$ cat src/inc/dbg_wire_defines.svh
// Constants of the single-wire debug controller
`ifndef DBG_WIRE_DEFINES_SVH
`define DBG_WIRE_DEFINES_SVH

// ==========================================================
// Timing in debug clock cycles; bit timing counted from the perceived bit start, steal wait and reject delay not
`define BIT_SAMPLE_CYC   10'h00a
`define SPEEDUP_ONE_CYC  10'h007
`define ZERO_LOW_CYC     10'h00d
`define BIT_END_CYC      10'h00f
`define TIMEOUT_CYC      10'h200
`define STEAL_WAIT_CYC   8'h7f
`define REJECT_DELAY_CYC 3'h4

// ==========================================================
// Hardware command opcodes
`define OP_BACKGROUND    8'h90
`define OP_MEM_MASK      8'hc0
`define OP_READ_BIT      5
`define OP_BD_BIT        2
`define OP_WORD_BIT      3
`define OP_FW_BIT        7

// ==========================================================
// Debug space map
`define DBG_SPACE_BASE   16'hff00
`define DBG_REG_LAST     16'hff06
`define DBG_STATUS_ADDR  16'hff01
`define STATUS_FW_EN_BIT 7
`define STATUS_ACT_BIT   6

// ==========================================================
// Receive buffer
`define RX_FIFO_DEPTH    16
`define RX_FIFO_WIDTH    8

`endif

$ cat src/inc/dbg_wire_pkg.sv
// Types shared by the single-wire debug controller
package dbg_wire_pkg;
  typedef logic [7:0]  byte_t;
  typedef logic [15:0] word_t;

  typedef enum logic [2:0] {
    CMD_IDLE    = 3'b000,
    CMD_ADDR_HI = 3'b001,
    CMD_ADDR_LO = 3'b010,
    CMD_DATA_HI = 3'b011,
    CMD_DATA_LO = 3'b100,
    CMD_ACCESS  = 3'b101,
    CMD_RDATA   = 3'b110,
    CMD_SEND    = 3'b111
  } cmd_state_e;
endpackage : dbg_wire_pkg

$ cat src/byte_fifo.sv
// First-in first-out buffer with a registered read port
`timescale 1ns/10ps
module byte_fifo #(
  parameter int WIDTH = 8,
  parameter int DEPTH = 16
) (
  // Clock and reset
  input  wire logic             clk_i,
  input  wire logic             arst_n_i,
  input  wire logic             flush_i,
  // Write side
  input  wire logic             in_valid_i,
  output logic                  in_ready_o,
  input  wire logic [WIDTH-1:0] in_data_i,
  // Read side
  output logic                  out_valid_o,
  input  wire logic             out_ready_i,
  output logic      [WIDTH-1:0] out_data_o
);
  localparam int AW = $clog2(DEPTH);

  logic [WIDTH-1:0] mem [DEPTH];
  logic [AW-1:0]    wr_ptr_r;
  logic [AW-1:0]    rd_ptr_r;
  logic [AW:0]      count_r;
  logic             push;
  logic             load;

  assign in_ready_o = (count_r != DEPTH[AW:0]);
  assign push       = in_valid_i && in_ready_o;
  assign load       = (count_r != '0) && (!out_valid_o || out_ready_i);

  // ==========================================================
  // Storage
  always_ff @(posedge clk_i) begin
    if (push) begin
      mem[wr_ptr_r] <= in_data_i;
    end
  end

  // ==========================================================
  // Pointers and fill level
  always_ff @(posedge clk_i or negedge arst_n_i) begin
    if (!arst_n_i) begin
      wr_ptr_r <= '0;
      rd_ptr_r <= '0;
      count_r  <= '0;
    end else if (flush_i) begin
      wr_ptr_r <= '0;
      rd_ptr_r <= '0;
      count_r  <= '0;
    end else begin
      if (push) begin
        wr_ptr_r <= wr_ptr_r + 1'b1;
      end
      if (load) begin
        rd_ptr_r <= rd_ptr_r + 1'b1;
      end
      count_r <= count_r + {{AW{1'b0}}, push} - {{AW{1'b0}}, load};
    end
  end

  // ==========================================================
  // Output register
  always_ff @(posedge clk_i or negedge arst_n_i) begin
    if (!arst_n_i) begin
      out_valid_o <= 1'b0;
      out_data_o  <= '0;
    end else if (flush_i) begin
      out_valid_o <= 1'b0;
    end else if (load) begin
      out_valid_o <= 1'b1;
      out_data_o  <= mem[rd_ptr_r];
    end else if (out_ready_i) begin
      out_valid_o <= 1'b0;
    end
  end
endmodule : byte_fifo

$ cat src/debug_wire_ctrl.sv
// Background debug controller behind a single pseudo-open-drain wire
// Contract
// - MSB first, sixteen cycles per bit
// - 512 idle cycles time out, clear command
// - Synchronise host edge into device clock
// - Sample received bit ten cycles after start
// - Never drive wire during host bits
// - Firmware enable set via debug-space write
// - Activation overlays debug space, enters background
// - Enter on command, tag or halt
// - Not enabled: resume after brief delay
// - Command at boundary, tag before execution
// - Special single-chip: enabled, active out of reset
// - Debug registers readable only by debug logic
// - Hardware commands use idle bus cycles
// - Firmware commands and ROM only when active
// - Suspend-enabled peripherals halt while active
// - Serial interface works in every mode
// - Speed-up pulse seven cycles after start
// - Logic zero: low thirteen cycles, then high
// - No idle cycle in 128: freeze, steal
`timescale 1ns/10ps
`include "dbg_wire_defines.svh"
module debug_wire_ctrl (
  // Clock and reset
  input  wire logic               CLK_I,
  input  wire logic               ARST_N_I,
  // Debug wire
  input  wire logic               DBG_WIRE_I,
  output logic                    DBG_WIRE_O,
  output logic                    DBG_WIRE_OE_O,
  // Mode strap
  input  wire logic               SPECIAL_SC_I,
  // Processor status
  input  wire logic               CPU_BUS_IDLE_I,
  input  wire logic               CPU_INSTR_BOUNDARY_I,
  input  wire logic               CPU_TAG_HIT_I,
  input  wire logic               CPU_HALT_INSTR_I,
  input  wire logic               CPU_GO_I,
  output logic                    CPU_FREEZE_O,
  // Memory access
  output logic                    MEM_REQ_O,
  output logic                    MEM_WE_O,
  output logic                    MEM_BYTE_O,
  output logic                    MEM_DBG_SPACE_O,
  output dbg_wire_pkg::word_t     MEM_ADDR_O,
  output dbg_wire_pkg::word_t     MEM_WDATA_O,
  input  wire dbg_wire_pkg::word_t MEM_RDATA_I,
  // Debug mode state
  output logic                    DEBUG_ACTIVE_O,
  output logic                    DEBUG_OVERLAY_O,
  output logic                    FW_ENABLE_O,
  output logic                    FW_CMD_VALID_O,
  output dbg_wire_pkg::byte_t     FW_CMD_O,
  // Peripheral suspension
  input  wire logic [7:0]         PERIPH_SUSP_EN_I,
  output logic      [7:0]         PERIPH_HALT_O
);
  import dbg_wire_pkg::*;

  logic       w_s1_r, w_s2_r, w_s3_r;
  logic       fall;
  logic [9:0] bit_cnt_r;
  logic       link_live_r;
  logic       timeout;
  logic [7:0] rx_shift_r;
  logic [2:0] rx_bits_r;
  logic       rx_push_r;
  byte_t      rx_byte_r;
  logic       fifo_in_ready, fifo_out_valid, fifo_pop;
  byte_t      fifo_out_data;
  cmd_state_e state_r;
  byte_t      op_r;
  word_t      addr_r, data_r;
  logic [7:0] wait_r;
  logic [4:0] tx_bits_r;
  logic       tx_bit_r;
  logic       fw_en_r, active_r, bg_pend_r, init_done_r;
  logic [2:0] reject_r;
  logic       reg_hit;

  // Decoding shared by the command path
  function automatic logic is_mem_op(input byte_t op);
    return (op & `OP_MEM_MASK) == `OP_MEM_MASK;
  endfunction : is_mem_op

  function automatic logic in_dbg_regs(input word_t a);
    return (a >= `DBG_SPACE_BASE) && (a <= `DBG_REG_LAST);
  endfunction : in_dbg_regs

  // ==========================================================
  // Host edge synchroniser and bit counter
  always_ff @(posedge CLK_I or negedge ARST_N_I) begin
    if (!ARST_N_I) begin
      w_s1_r <= 1'b1;
      w_s2_r <= 1'b1;
      w_s3_r <= 1'b1;
    end else begin
      w_s1_r <= DBG_WIRE_I;
      w_s2_r <= w_s1_r;
      w_s3_r <= w_s2_r;
    end
  end

  assign fall    = w_s3_r && !w_s2_r;
  assign timeout = link_live_r && !fall && (bit_cnt_r == `TIMEOUT_CYC - 10'h001);

  always_ff @(posedge CLK_I or negedge ARST_N_I) begin
    if (!ARST_N_I) begin
      bit_cnt_r   <= `TIMEOUT_CYC;
      link_live_r <= 1'b0;
    end else if (fall) begin
      bit_cnt_r   <= '0;
      link_live_r <= 1'b1;
    end else if (bit_cnt_r != `TIMEOUT_CYC) begin
      bit_cnt_r <= bit_cnt_r + 10'h001;
      if (timeout) begin
        link_live_r <= 1'b0;
      end
    end
  end

  // ==========================================================
  // Receive shifter, one byte pushed into the buffer at a time
  always_ff @(posedge CLK_I or negedge ARST_N_I) begin
    if (!ARST_N_I) begin
      rx_shift_r <= '0;
      rx_bits_r  <= '0;
      rx_push_r  <= 1'b0;
      rx_byte_r  <= '0;
    end else if (timeout) begin
      rx_bits_r <= '0;
      rx_push_r <= 1'b0;
    end else begin
      if (rx_push_r && fifo_in_ready) begin
        rx_push_r <= 1'b0;
      end
      // Samples are skipped while a byte still waits for room
      if (state_r != CMD_SEND && !rx_push_r && link_live_r && bit_cnt_r == `BIT_SAMPLE_CYC) begin
        rx_shift_r <= {rx_shift_r[6:0], w_s2_r};
        rx_bits_r  <= rx_bits_r + 3'h1;
        if (rx_bits_r == 3'h7) begin
          rx_push_r <= 1'b1;
          rx_byte_r <= {rx_shift_r[6:0], w_s2_r};
        end
      end
    end
  end

  byte_fifo #(
    .WIDTH (`RX_FIFO_WIDTH),
    .DEPTH (`RX_FIFO_DEPTH)
  ) u_rx_fifo (
    .clk_i       (CLK_I),
    .arst_n_i    (ARST_N_I),
    .flush_i     (timeout),
    .in_valid_i  (rx_push_r),
    .in_ready_o  (fifo_in_ready),
    .in_data_i   (rx_byte_r),
    .out_valid_o (fifo_out_valid),
    .out_ready_i (fifo_pop),
    .out_data_o  (fifo_out_data)
  );

  assign fifo_pop = (state_r == CMD_IDLE) || (state_r == CMD_ADDR_HI) || (state_r == CMD_ADDR_LO) ||
                    (state_r == CMD_DATA_HI) || (state_r == CMD_DATA_LO);
  assign reg_hit  = op_r[`OP_BD_BIT] && in_dbg_regs(addr_r);

  // ==========================================================
  // Command sequencer
  always_ff @(posedge CLK_I or negedge ARST_N_I) begin
    if (!ARST_N_I) begin
      state_r         <= CMD_IDLE;
      op_r            <= '0;
      addr_r          <= '0;
      data_r          <= '0;
      wait_r          <= '0;
      tx_bits_r       <= '0;
      tx_bit_r        <= 1'b0;
      CPU_FREEZE_O    <= 1'b0;
      MEM_REQ_O       <= 1'b0;
      MEM_WE_O        <= 1'b0;
      MEM_BYTE_O      <= 1'b0;
      MEM_DBG_SPACE_O <= 1'b0;
      MEM_ADDR_O      <= '0;
      MEM_WDATA_O     <= '0;
      FW_CMD_VALID_O  <= 1'b0;
      FW_CMD_O        <= '0;
    end else begin
      MEM_REQ_O      <= 1'b0;
      FW_CMD_VALID_O <= 1'b0;
      CPU_FREEZE_O   <= (reject_r != '0);
      if (timeout) begin
        state_r <= CMD_IDLE;
      end else begin
        unique case (state_r)
          CMD_IDLE: begin
            if (fifo_out_valid) begin
              op_r <= fifo_out_data;
              if (is_mem_op(fifo_out_data)) begin
                state_r <= CMD_ADDR_HI;
              end else if (!fifo_out_data[`OP_FW_BIT] && active_r) begin
                FW_CMD_VALID_O <= 1'b1;
                FW_CMD_O       <= fifo_out_data;
              end
            end
          end
          CMD_ADDR_HI: begin
            if (fifo_out_valid) begin
              addr_r[15:8] <= fifo_out_data;
              state_r      <= CMD_ADDR_LO;
            end
          end
          CMD_ADDR_LO: begin
            if (fifo_out_valid) begin
              addr_r[7:0] <= fifo_out_data;
              wait_r      <= '0;
              state_r     <= op_r[`OP_READ_BIT] ? CMD_ACCESS : CMD_DATA_HI;
            end
          end
          CMD_DATA_HI: begin
            if (fifo_out_valid) begin
              data_r[15:8] <= fifo_out_data;
              state_r      <= CMD_DATA_LO;
            end
          end
          CMD_DATA_LO: begin
            if (fifo_out_valid) begin
              data_r[7:0] <= fifo_out_data;
              state_r     <= CMD_ACCESS;
            end
          end
          CMD_ACCESS: begin
            if (reg_hit) begin
              // Debug registers answer locally, never on the user bus
              data_r  <= {8'h00, fw_en_r, active_r, 6'h00};
              state_r <= op_r[`OP_READ_BIT] ? CMD_SEND : CMD_IDLE;
              tx_bits_r <= 5'h10;
            end else if (CPU_BUS_IDLE_I || CPU_FREEZE_O) begin
              MEM_REQ_O       <= 1'b1;
              MEM_WE_O        <= !op_r[`OP_READ_BIT];
              MEM_BYTE_O      <= !op_r[`OP_WORD_BIT];
              MEM_DBG_SPACE_O <= op_r[`OP_BD_BIT];
              MEM_ADDR_O      <= addr_r;
              MEM_WDATA_O     <= data_r;
              CPU_FREEZE_O    <= 1'b0;
              state_r         <= op_r[`OP_READ_BIT] ? CMD_RDATA : CMD_IDLE;
            end else if (wait_r == `STEAL_WAIT_CYC) begin
              CPU_FREEZE_O <= 1'b1;
            end else begin
              wait_r <= wait_r + 8'h01;
            end
          end
          CMD_RDATA: begin
            data_r    <= MEM_RDATA_I;
            tx_bits_r <= 5'h10;
            state_r   <= CMD_SEND;
          end
          CMD_SEND: begin
            // Bits are counted at host edges, so a bit end left over from the command is ignored
            if (fall) begin
              tx_bit_r  <= data_r[15];
              data_r    <= {data_r[14:0], 1'b0};
              tx_bits_r <= tx_bits_r - 5'h01;
            end else if (link_live_r && tx_bits_r == 5'h00 && bit_cnt_r == `BIT_END_CYC) begin
              state_r <= CMD_IDLE;
            end
          end
        endcase
      end
    end
  end

  // ==========================================================
  // Wire driver for device-to-host bits
  always_ff @(posedge CLK_I or negedge ARST_N_I) begin
    if (!ARST_N_I) begin
      DBG_WIRE_O    <= 1'b1;
      DBG_WIRE_OE_O <= 1'b0;
    end else if (state_r != CMD_SEND || !link_live_r || fall) begin
      DBG_WIRE_O    <= 1'b1;
      DBG_WIRE_OE_O <= 1'b0;
    end else if (!tx_bit_r) begin
      DBG_WIRE_O    <= (bit_cnt_r == `ZERO_LOW_CYC);
      DBG_WIRE_OE_O <= (bit_cnt_r <= `ZERO_LOW_CYC);
    end else begin
      DBG_WIRE_O    <= 1'b1;
      DBG_WIRE_OE_O <= (bit_cnt_r == `SPEEDUP_ONE_CYC - 10'h001);
    end
  end

  // ==========================================================
  // Firmware enable and debug mode activation
  always_ff @(posedge CLK_I or negedge ARST_N_I) begin
    if (!ARST_N_I) begin
      init_done_r <= 1'b0;
      fw_en_r     <= 1'b0;
      active_r    <= 1'b0;
      bg_pend_r   <= 1'b0;
      reject_r    <= '0;
    end else if (!init_done_r) begin
      init_done_r <= 1'b1;
      fw_en_r     <= SPECIAL_SC_I;
      active_r    <= SPECIAL_SC_I;
    end else begin
      if (reject_r != '0) begin
        reject_r <= reject_r - 3'h1;
      end
      if (state_r == CMD_ACCESS && reg_hit && !op_r[`OP_READ_BIT] && addr_r == `DBG_STATUS_ADDR) begin
        fw_en_r <= data_r[`STATUS_FW_EN_BIT];
      end
      if (state_r == CMD_IDLE && fifo_out_valid && fifo_out_data == `OP_BACKGROUND) begin
        if (fw_en_r) begin
          bg_pend_r <= 1'b1;
        end else begin
          reject_r <= `REJECT_DELAY_CYC;
        end
      end
      if (CPU_TAG_HIT_I || CPU_HALT_INSTR_I) begin
        if (fw_en_r) begin
          active_r <= 1'b1;
        end else begin
          reject_r <= `REJECT_DELAY_CYC;
        end
      end else if (bg_pend_r && CPU_INSTR_BOUNDARY_I) begin
        active_r  <= 1'b1;
        bg_pend_r <= 1'b0;
      end else if (CPU_GO_I && active_r) begin
        active_r <= 1'b0;
      end
    end
  end

  // ==========================================================
  // Mode outputs and peripheral suspension
  always_ff @(posedge CLK_I or negedge ARST_N_I) begin
    if (!ARST_N_I) begin
      DEBUG_ACTIVE_O  <= 1'b0;
      DEBUG_OVERLAY_O <= 1'b0;
      FW_ENABLE_O     <= 1'b0;
      PERIPH_HALT_O   <= '0;
    end else begin
      DEBUG_ACTIVE_O  <= active_r;
      DEBUG_OVERLAY_O <= active_r;
      FW_ENABLE_O     <= fw_en_r;
      PERIPH_HALT_O   <= PERIPH_SUSP_EN_I & {8{active_r}};
    end
  end
endmodule : debug_wire_ctrl

$ cat config.mk
export PLATFORM = sky130hd
export DESIGN_NAME = debug_wire_ctrl
export DESIGN_NICKNAME = d
export VERILOG_FILES = /design/src/inc/dbg_wire_pkg.sv /design/src/byte_fifo.sv /design/src/debug_wire_ctrl.sv
export VERILOG_INCLUDE_DIRS = /design/src /design/src/inc
export SDC_FILE = /design/constraint.sdc
export NUM_CORES = 1
export LEC_CHECK = 0
export ABC_AREA = 1
export BUFFER_PORTS_ARGS = -buffer_cell sky130_fd_sc_hd__buf_2
export CORE_MARGIN = 5
export CORE_UTILIZATION = 55
export CTS_CLUSTER_DIAMETER = 200
export DETAILED_ROUTE_END_ITERATION = 7
export PLACE_DENSITY = 0.78
export SYNTH_ARGS = -nofsm -noshare
export SYNTH_HDL_FRONTEND = slang
export SYNTH_HIERARCHICAL = 1
export SYNTH_SLANG_ARGS = --single-unit
$ cat constraint.sdc
create_clock -name CLK_I -period 8.5 [get_ports CLK_I]
set_clock_uncertainty 0.15 [all_clocks]
set_input_delay 0.425 -clock CLK_I [delete_from_list [all_inputs] [get_ports CLK_I]]
set_output_delay 0.425 -clock CLK_I [all_outputs]
set_load 0.03 [all_outputs]
Word-level counts from Yosys, hierarchy flattened
Memory sizes are Yosys's and may differ from the RTL's. A register that Yosys moved wholly into a read port is not among the register bits.
Index checks and enable logic that the tools add are counted.

word-level totals
  flip-flop bits (word level) = 167
  bits in writable memories = 128
  bits of input ports = 33
  output and inout port bits = 59
  word-level logic and storage cells = 249
  memories = 1

operators by class
  add/subtract/negate cells = 9
  order comparisons = 3
  eq/ne operators = 40
  multiplexer cells = 83
  bitwise operators = 4
  reduce and logical (&&, ||, !) cells = 68

memories
  memory         depth  width  read ports  clocked after Yosys merged registers in  wr ports  RTL line         RTL
  u_rx_fifo.mem  16     8      1           1                                        1         byte_fifo.sv:22  logic [WIDTH-1:0] mem [DEPTH];

operators by type and width
  kind                                                    count
  one-hot mux 8 bit (4 select lines)                      2
  two-way mux 3 bit                                       21
  two-way mux 1 bit                                       41
  two-way mux 8 bit                                       5
  two-way mux 16 bit                                      2
  equality test 10 x 4 -> 1 bit (second input constant)   3
  one-hot mux 3 bit (8 select lines)                      1
  logical AND 1 bit                                       20
  two-way mux 10 bit                                      2
  equality test 16 bit (second input constant)            1
  >= comparator 16 bit (second input constant)            1
  <= comparator 16 bit (second input constant)            1
  two-way mux 4 bit                                       4
  one-hot mux 8 bit (2 select lines)                      1
  equality test 3 bit (second input constant)             5
  two-way mux 5 bit                                       3
  inequality test 3 x 2 -> 1 bit (second input constant)  5
  inequality test 3 bit (second input constant)           5
  one-hot mux 5 bit (3 select lines)                      1
  AND reduction 3 bit                                     5
  AND reduction 5 bit                                     3
  nonzero test 2 bit                                      6
  adder 10 x 1 -> 10 bit (second input constant)          1
  equality test 10 x 3 -> 1 bit (second input constant)   1
  33 further kinds                                        67

Logic depth before layout (Yosys ltp)
  depth after elaboration = 9
  depth in mapped cells = 19
  depth with buffers taken out = 17

Hierarchy
The synthesis kept the hierarchy.

by module, submodules not included
  module           times used  cells an instance  area an instance (um2)  sequential area each (um2)
  debug_wire_ctrl  1           795                6897.9                  3759.9
  byte_fifo        1           668                6707.7                  4394.2

Worst setup path after synthesis
No wires, ideal clock.

  path kind = flip-flop to flip-flop
  start point = reg state_r[0]
  end point = reg u_rx_fifo.count_r[4]
  library setup time = 0.078 ns
  data arrival time = 2.605 ns
  required time = 8.272 ns
  path slack = 5.668 ns
  cell stages (with the launch flop) = 20
  buffers on the path = 2
  clock period less this slack = 2.832 ns
  cells stage by stage = dfrtp_1 > buf_4 > nor2_1 > inv_1 > nand2_1 > buf_2 > inv_1 > nand2_1 > nand2_1 > nor2_1 > inv_2 > nand2_1 > ha_1 > inv_1 > fa_1 > inv_1 > a21oi_1 > o21bai_1 > o21ai_0 > a21oi_1

between the ends
  word-level cells in the longest chain between the ends = 9
  elaborated cells on any way between the ends = 13
  classes of those cells = add/sub: 1; eq/ne: 4; mux: 1; reduce/logical: 7

ends and longest elaborated chain
  item                                                               RTL line                RTL
  start, declared                                                    debug_wire_ctrl.sv:72   cmd_state_e state_r;
  start signal, assigned                                             debug_wire_ctrl.sv:218  state_r <= op_r[`OP_READ_BIT] ? CMD_ACCESS : CMD_DATA_HI;
  start signal, assigned                                             debug_wire_ctrl.sv:237  state_r <= op_r[`OP_READ_BIT] ? CMD_SEND : CMD_IDLE;
  start signal, assigned                                             debug_wire_ctrl.sv:247  state_r <= op_r[`OP_READ_BIT] ? CMD_RDATA : CMD_IDLE;
  equality test 3 x 1 -> 1 bit or logical NOT 3 bit (tied branches)  debug_wire_ctrl.sv:165  assign fifo_pop = (state_r == CMD_IDLE) || (state_r == CMD_ADDR_HI) || (state_r == CMD_ADDR_LO) ||
  logical OR 1 bit (3 in a row)                                      debug_wire_ctrl.sv:165
  logical OR 1 bit (*)                                               debug_wire_ctrl.sv:166  (state_r == CMD_DATA_HI) || (state_r == CMD_DATA_LO);
  via fifo_pop                                                       debug_wire_ctrl.sv:70   logic fifo_in_ready, fifo_out_valid, fifo_pop;
  logical OR 1 bit (*)                                               byte_fifo.sv:31         assign load = (count_r != '0) && (!out_valid_o || out_ready_i);
  logical AND 1 bit (*)                                              byte_fifo.sv:31
  subtractor 5 x 1 -> 5 bit (*)                                      byte_fifo.sv:59         count_r <= count_r + {{AW{1'b0}}, push} - {{AW{1'b0}}, load};
  two-way mux 5 bit (*)                                              byte_fifo.sv:48         end else if (flush_i) begin
  end signal, assigned                                               byte_fifo.sv:59
  end, declared                                                      byte_fifo.sv:25         logic [AW:0] count_r;

The timed path passes the listed nets; every way through them passes the cells marked *.
A chain may end at the register's enable or synchronous reset.

Worst setup path after layout
  start point = reg state_r[0]
  end point = reg u_rx_fifo.count_r[4]

between the ends
  word-level cells in the longest chain between the ends = 9
  elaborated cells on any way between the ends = 13
  classes of those cells = add/sub: 1; eq/ne: 4; mux: 1; reduce/logical: 7

ends and longest elaborated chain
  item                                                               RTL line
  equality test 3 x 1 -> 1 bit or logical NOT 3 bit (tied branches)  debug_wire_ctrl.sv:165
  logical OR 1 bit (3 in a row)                                      debug_wire_ctrl.sv:165
  logical OR 1 bit (*)                                               debug_wire_ctrl.sv:166
  logical OR 1 bit (*)                                               byte_fifo.sv:31
  logical AND 1 bit (*)                                              byte_fifo.sv:31
  subtractor 5 x 1 -> 5 bit (*)                                      byte_fifo.sv:59
  two-way mux 5 bit (*)                                              byte_fifo.sv:48

Every way passes the cells marked *; elsewhere a longest branch is shown, timed or not.

==> impl_metrics.py <==
metrics = {
    "logic_synthesis": {
        "synthArstFlopShare_pct": 57.3,
        "synth_seq_cells": 300,
        "synth_edf_count": 128,
        "yosysTopAreaCell": "dfrtp_1",
        "ys_warn_count": 6,
        "synth_flop_cell": "dfrtp_1",
        "synth_area_um2": 13600,
        "syn_inst": 1463,
        "synthTopCellsByArea": "dfrtp_1 (31%), edfxtp_1 (28%), nand2_1 (12%), inv_1 (5.6%), nand3_1 (4.9%)",
        "ys_seq_area_share_pct": 59.9,
        "synth_top_area_share_pct": 30.7,
        "syn_nets": 1519,
        "yosysUniqueCellTypes": 50,
        "syn_area_per_cell_um2": 9.30,
    },
    "clock_network": {
        "post_cts_resized": 0,
        "path_clk_slew_ps": 60,
        "htree_num_levels": 1,
        "clockBufferDepth": 3,
        "cts_buffers": 30,
        "cts-hold-fix-buffers": 11,
        "clockRootBuffer": "clkbuf_16",
        "cts_tree": "done",
        "clock-sinks": 300,
        "clk-insertion-delay-late_ps": 550,
        "post_cts_buffers": 0,
    },
    "sta": {
        "fin_setup_tns_ps": 0,
        "holdWs_ps": 51.8,
        "period_share_pct": 36.7,
        "finalHoldViolCount": 0,
        "timing.final.max_slew_violations": 0,
        "fmax_ghz": 0.320,
        "worst_pin_slew_ps": 1160,
        "min_period_ps": 3120,
        "relSlewSlack_pct": 22.3,
        "setup_viol": 0,
        "rsz0062_at_grt": "no",
    },
    "routing": {
        "wl_per_cell_um": 16.3,
        "avgViaCountPerCell": 5.39,
        "drt-pass1-iter-count": 5,
        "routed-via-count": 10237,
        "drt_iter0_markers": 1171,
        "drcViolationCount": 0,
        "ant_nets": 0,
        "drt_wl_total_um": 31000,
    },
    "worst_setup_path": {
        "crit_required_ps": 8820,
        "cp.arrival_ps": 3440,
        "cp_cell_sequence": "nor2_1 -> inv_1 -> nand2_1 -> inv_1 -> nand2_1 -> nand2_1 -> nor2_1 -> inv_2 -> nand2_1 -> ha_1 -> inv_1 -> fa_1 -> inv_1 -> a21oi_1 -> o21bai_1 -> o21ai_0 -> a21oi_1",
        "slowest_stage": "dfrtp_1",
        "path_class": "register to register",
        "ff2ff_setup_slack_ps": 5380,
        "r2r_end": "u_rx_fifo/count_r[4]",
        "path_delay_family": "simple AND/OR/NAND/NOR gates",
        "crit_fanout": 14,
        "critPathMaxStageDelay_ps": 460,
        "startpoint_type": "register",
        "cp-end-kind": "register",
        "reg2reg_depth": 17,
        "r2r-start": "state_r[0]",
        "path_buf_inv": 5,
    },
    "layout": {
        "drive_gt1_share_pct": 12.4,
        "synthToLayoutAreaGrowth_pct": 12.7,
        "layout.nets": 1608,
        "final_util_pct": 63.1,
    },
    "floorplanning": {
        "ios": 92,
        "die_x_um": 167,
        "dieArea_um2": 28000,
        "rows": 57,
        "die_h_um": 167,
        "core_um2": 24300,
        "initial_utilization_pct": 55.9,
    },
    "place": {
        "dp_hpwl_um": 20100,
        "gp_congestion": 0.884,
        "io_buffers": 91,
    },
    "global_route": {
        "grt_antenna_before_repair": 1,
        "grt_max_degree": 103,
        "track_usage_pct": 22.0,
        "grt_pass1_wl_um": 51000,
        "grt_pass1_vias": 9900,
        "grt_overflow_total": 0,
    },
    "min_path": {
        "min_from": "CPU_GO_I",
        "whs_endpoint": "active_r",
        "min_path_cells": 4,
        "hold_class": "input port to register",
    },
    "pwr": {
        "p_total_mw": 5.15,
        "p_leak_nw": 7.41,
        "p_per_area_nw_per_um2": 336,
        "ir_drop_mv": 0.181,
    },
    "run": {
        "drv_cap": 0,
    },
    "status": {
        "status": "completed",
    },
}
-- routing by layer --
layer  share of wire, %  vias up  GRT usage [%]
met5                  0        -              0
met4                2.4        0           5.61
met3                6.9       66           3.09
met2                 48      380           35.9
met1                 42     4909           31.4
li1                   -     4882              -
-- registers in the layout, indices dropped and copies added, names as in the netlist, 3 cells and up --
register and cells:
FW_CMD_O 8, MEM_ADDR_O 16, MEM_WDATA_O 16, PERIPH_HALT_O 8
addr_r 16, bit_cnt_r 10, data_r 16, op_r 3
reject_r 3, rx_bits_r 3, rx_byte_r 8, rx_shift_r 7
state_r 3, tx_bits_r 5, u_rx_fifo/count_r 5, u_rx_fifo/mem 128
u_rx_fifo/out_data_o 8, u_rx_fifo/rd_ptr_r 4, u_rx_fifo/wr_ptr_r 4, wait_r 8
-- worst reg2reg max path: cells and delay by family (launching register included) --
kind                     cells  cell delay, ps
adder cells (fa/ha/maj)      2             520
AO/OA/AOI/OAI                4             430
buffers and inverters        5             350
AND/OR/NAND/NOR              6            1140
flip-flops                   1             460
-- cells in the final DEF, fill, tap and decap left out, types with 3 or more instances in the layout --
| master | count |
|---|---|
| bufinv_16 | 3 |
| nor2_4 | 5 |
| xor2_1 | 5 |
| inv_2 | 14 |
| o211ai_1 | 10 |
| a21oi_1 | 36 |
| nor2_1 | 77 |
| xnor2_1 | 3 |
| clkbuf_16 | 32 |
| clkinv_2 | 6 |
| edfxtp_1 | 128 |
| dfstp_2 | 5 |
| o21ai_1 | 31 |
| clkbuf_1 | 6 |
| o21ai_0 | 59 |
| dlygate4sd3_1 | 11 |
| clkbuf_8 | 6 |
| nand3_4 | 3 |
| dfrtp_1 | 166 |
| a22oi_1 | 3 |
| nand2_2 | 5 |
| nor2_2 | 4 |
| nor3_1 | 7 |
| nand3_1 | 133 |
| nand2_1 | 447 |
| inv_1 | 202 |
| buf_4 | 3 |
| nand3_2 | 5 |
| buf_2 | 90 |
| nand4_1 | 18 |
| ha_1 | 22 |
-- worst max-delay path by stage --
| stage | from | to | slack, ps | cells after the start |
|---|---|---|---|---|
| after floorplan | state_r[0] | u_rx_fifo/count_r[4] | 5670 | 19 |
| after global routing | state_r[0] | u_rx_fifo/count_r[4] | 5020 | 17 |
| final | state_r[0] | u_rx_fifo/count_r[4] | 5380 | 17 |
| after detailed placement | state_r[0] | u_rx_fifo/count_r[4] | 5410 | 17 |
| after global placement | state_r[0] | u_rx_fifo/count_r[4] | 5510 | 17 |
| after CTS | state_r[0] | u_rx_fifo/count_r[4] | 5390 | 17 |
-- synthesized netlist by cell type, types with 2 or more instances --
library cell,count
a21oi_2,2
o2111a_1,2
edfxtp_1,128
nor2_2,4
nand3_2,5
o21ai_0,59
nand2_2,5
nor3_1,7
inv_1,202
dfrtp_1,167
ha_1,22
nand4_1,18
a22oi_1,3
a211oi_1,2
o211ai_1,10
nand3_1,133
nor2_1,77
xnor2_1,3
nand3_4,3
buf_4,10
buf_6,11
o21a_1,2
nor2_4,5
clkbuf_1,8
a21oi_1,36
xor2_1,5
nand2_1,447
o21ai_1,31
buf_2,18
dfstp_2,5
inv_2,14
-- metrics by stage --
step | area [µm²] | worst slack, ps | instances
after floorplan | 13600 | 5670 | 1463
after global placement | 14200 | 5510 | 1833
after detailed placement | 14200 | 5410 | 1833
after CTS | 15300 | 5390 | 1900
after global routing | 15300 | 5020 | 1901
final | 15300 | 5380 | 1901
-- cell families after synthesis --
group	after synthesis	share of synthesized area (%)
simple gates	712	22.7
flops	300	59.9
buf+inv	265	8.37
compound gates	152	6.15
fa+ha+maj	23	2.17
xor+xnor	8	0.515
mux	2	0.156
other cells	1	0.0276
-- power breakdown --
| part | leakage, nW | total (mW) | switching (mW) | internal (mW) |
|---|---|---|---|---|
| clock network | 0.513 | 1.37 | 0.542 | 0.828 |
| registers | 3.36 | 1.97 | 0.205 | 1.77 |
| logic | 3.54 | 1.81 | 1.27 | 0.543 |
| total | 7.41 | 5.15 | 2.02 | 3.14 |
-- cell type report --
class | instances | area, µm²
fillers | 1874 | 8980
flip-flops and latches | 300 | 8160
multi-input cells | 898 | 4310
clock buffers | 44 | 906
inverters | 217 | 816
repair buffers | 105 | 594
well taps | 324 | 405
clock inverters | 12 | 143
diodes | 1 | 2.50
No activity file was read; power rests on OpenSTA's default activity.
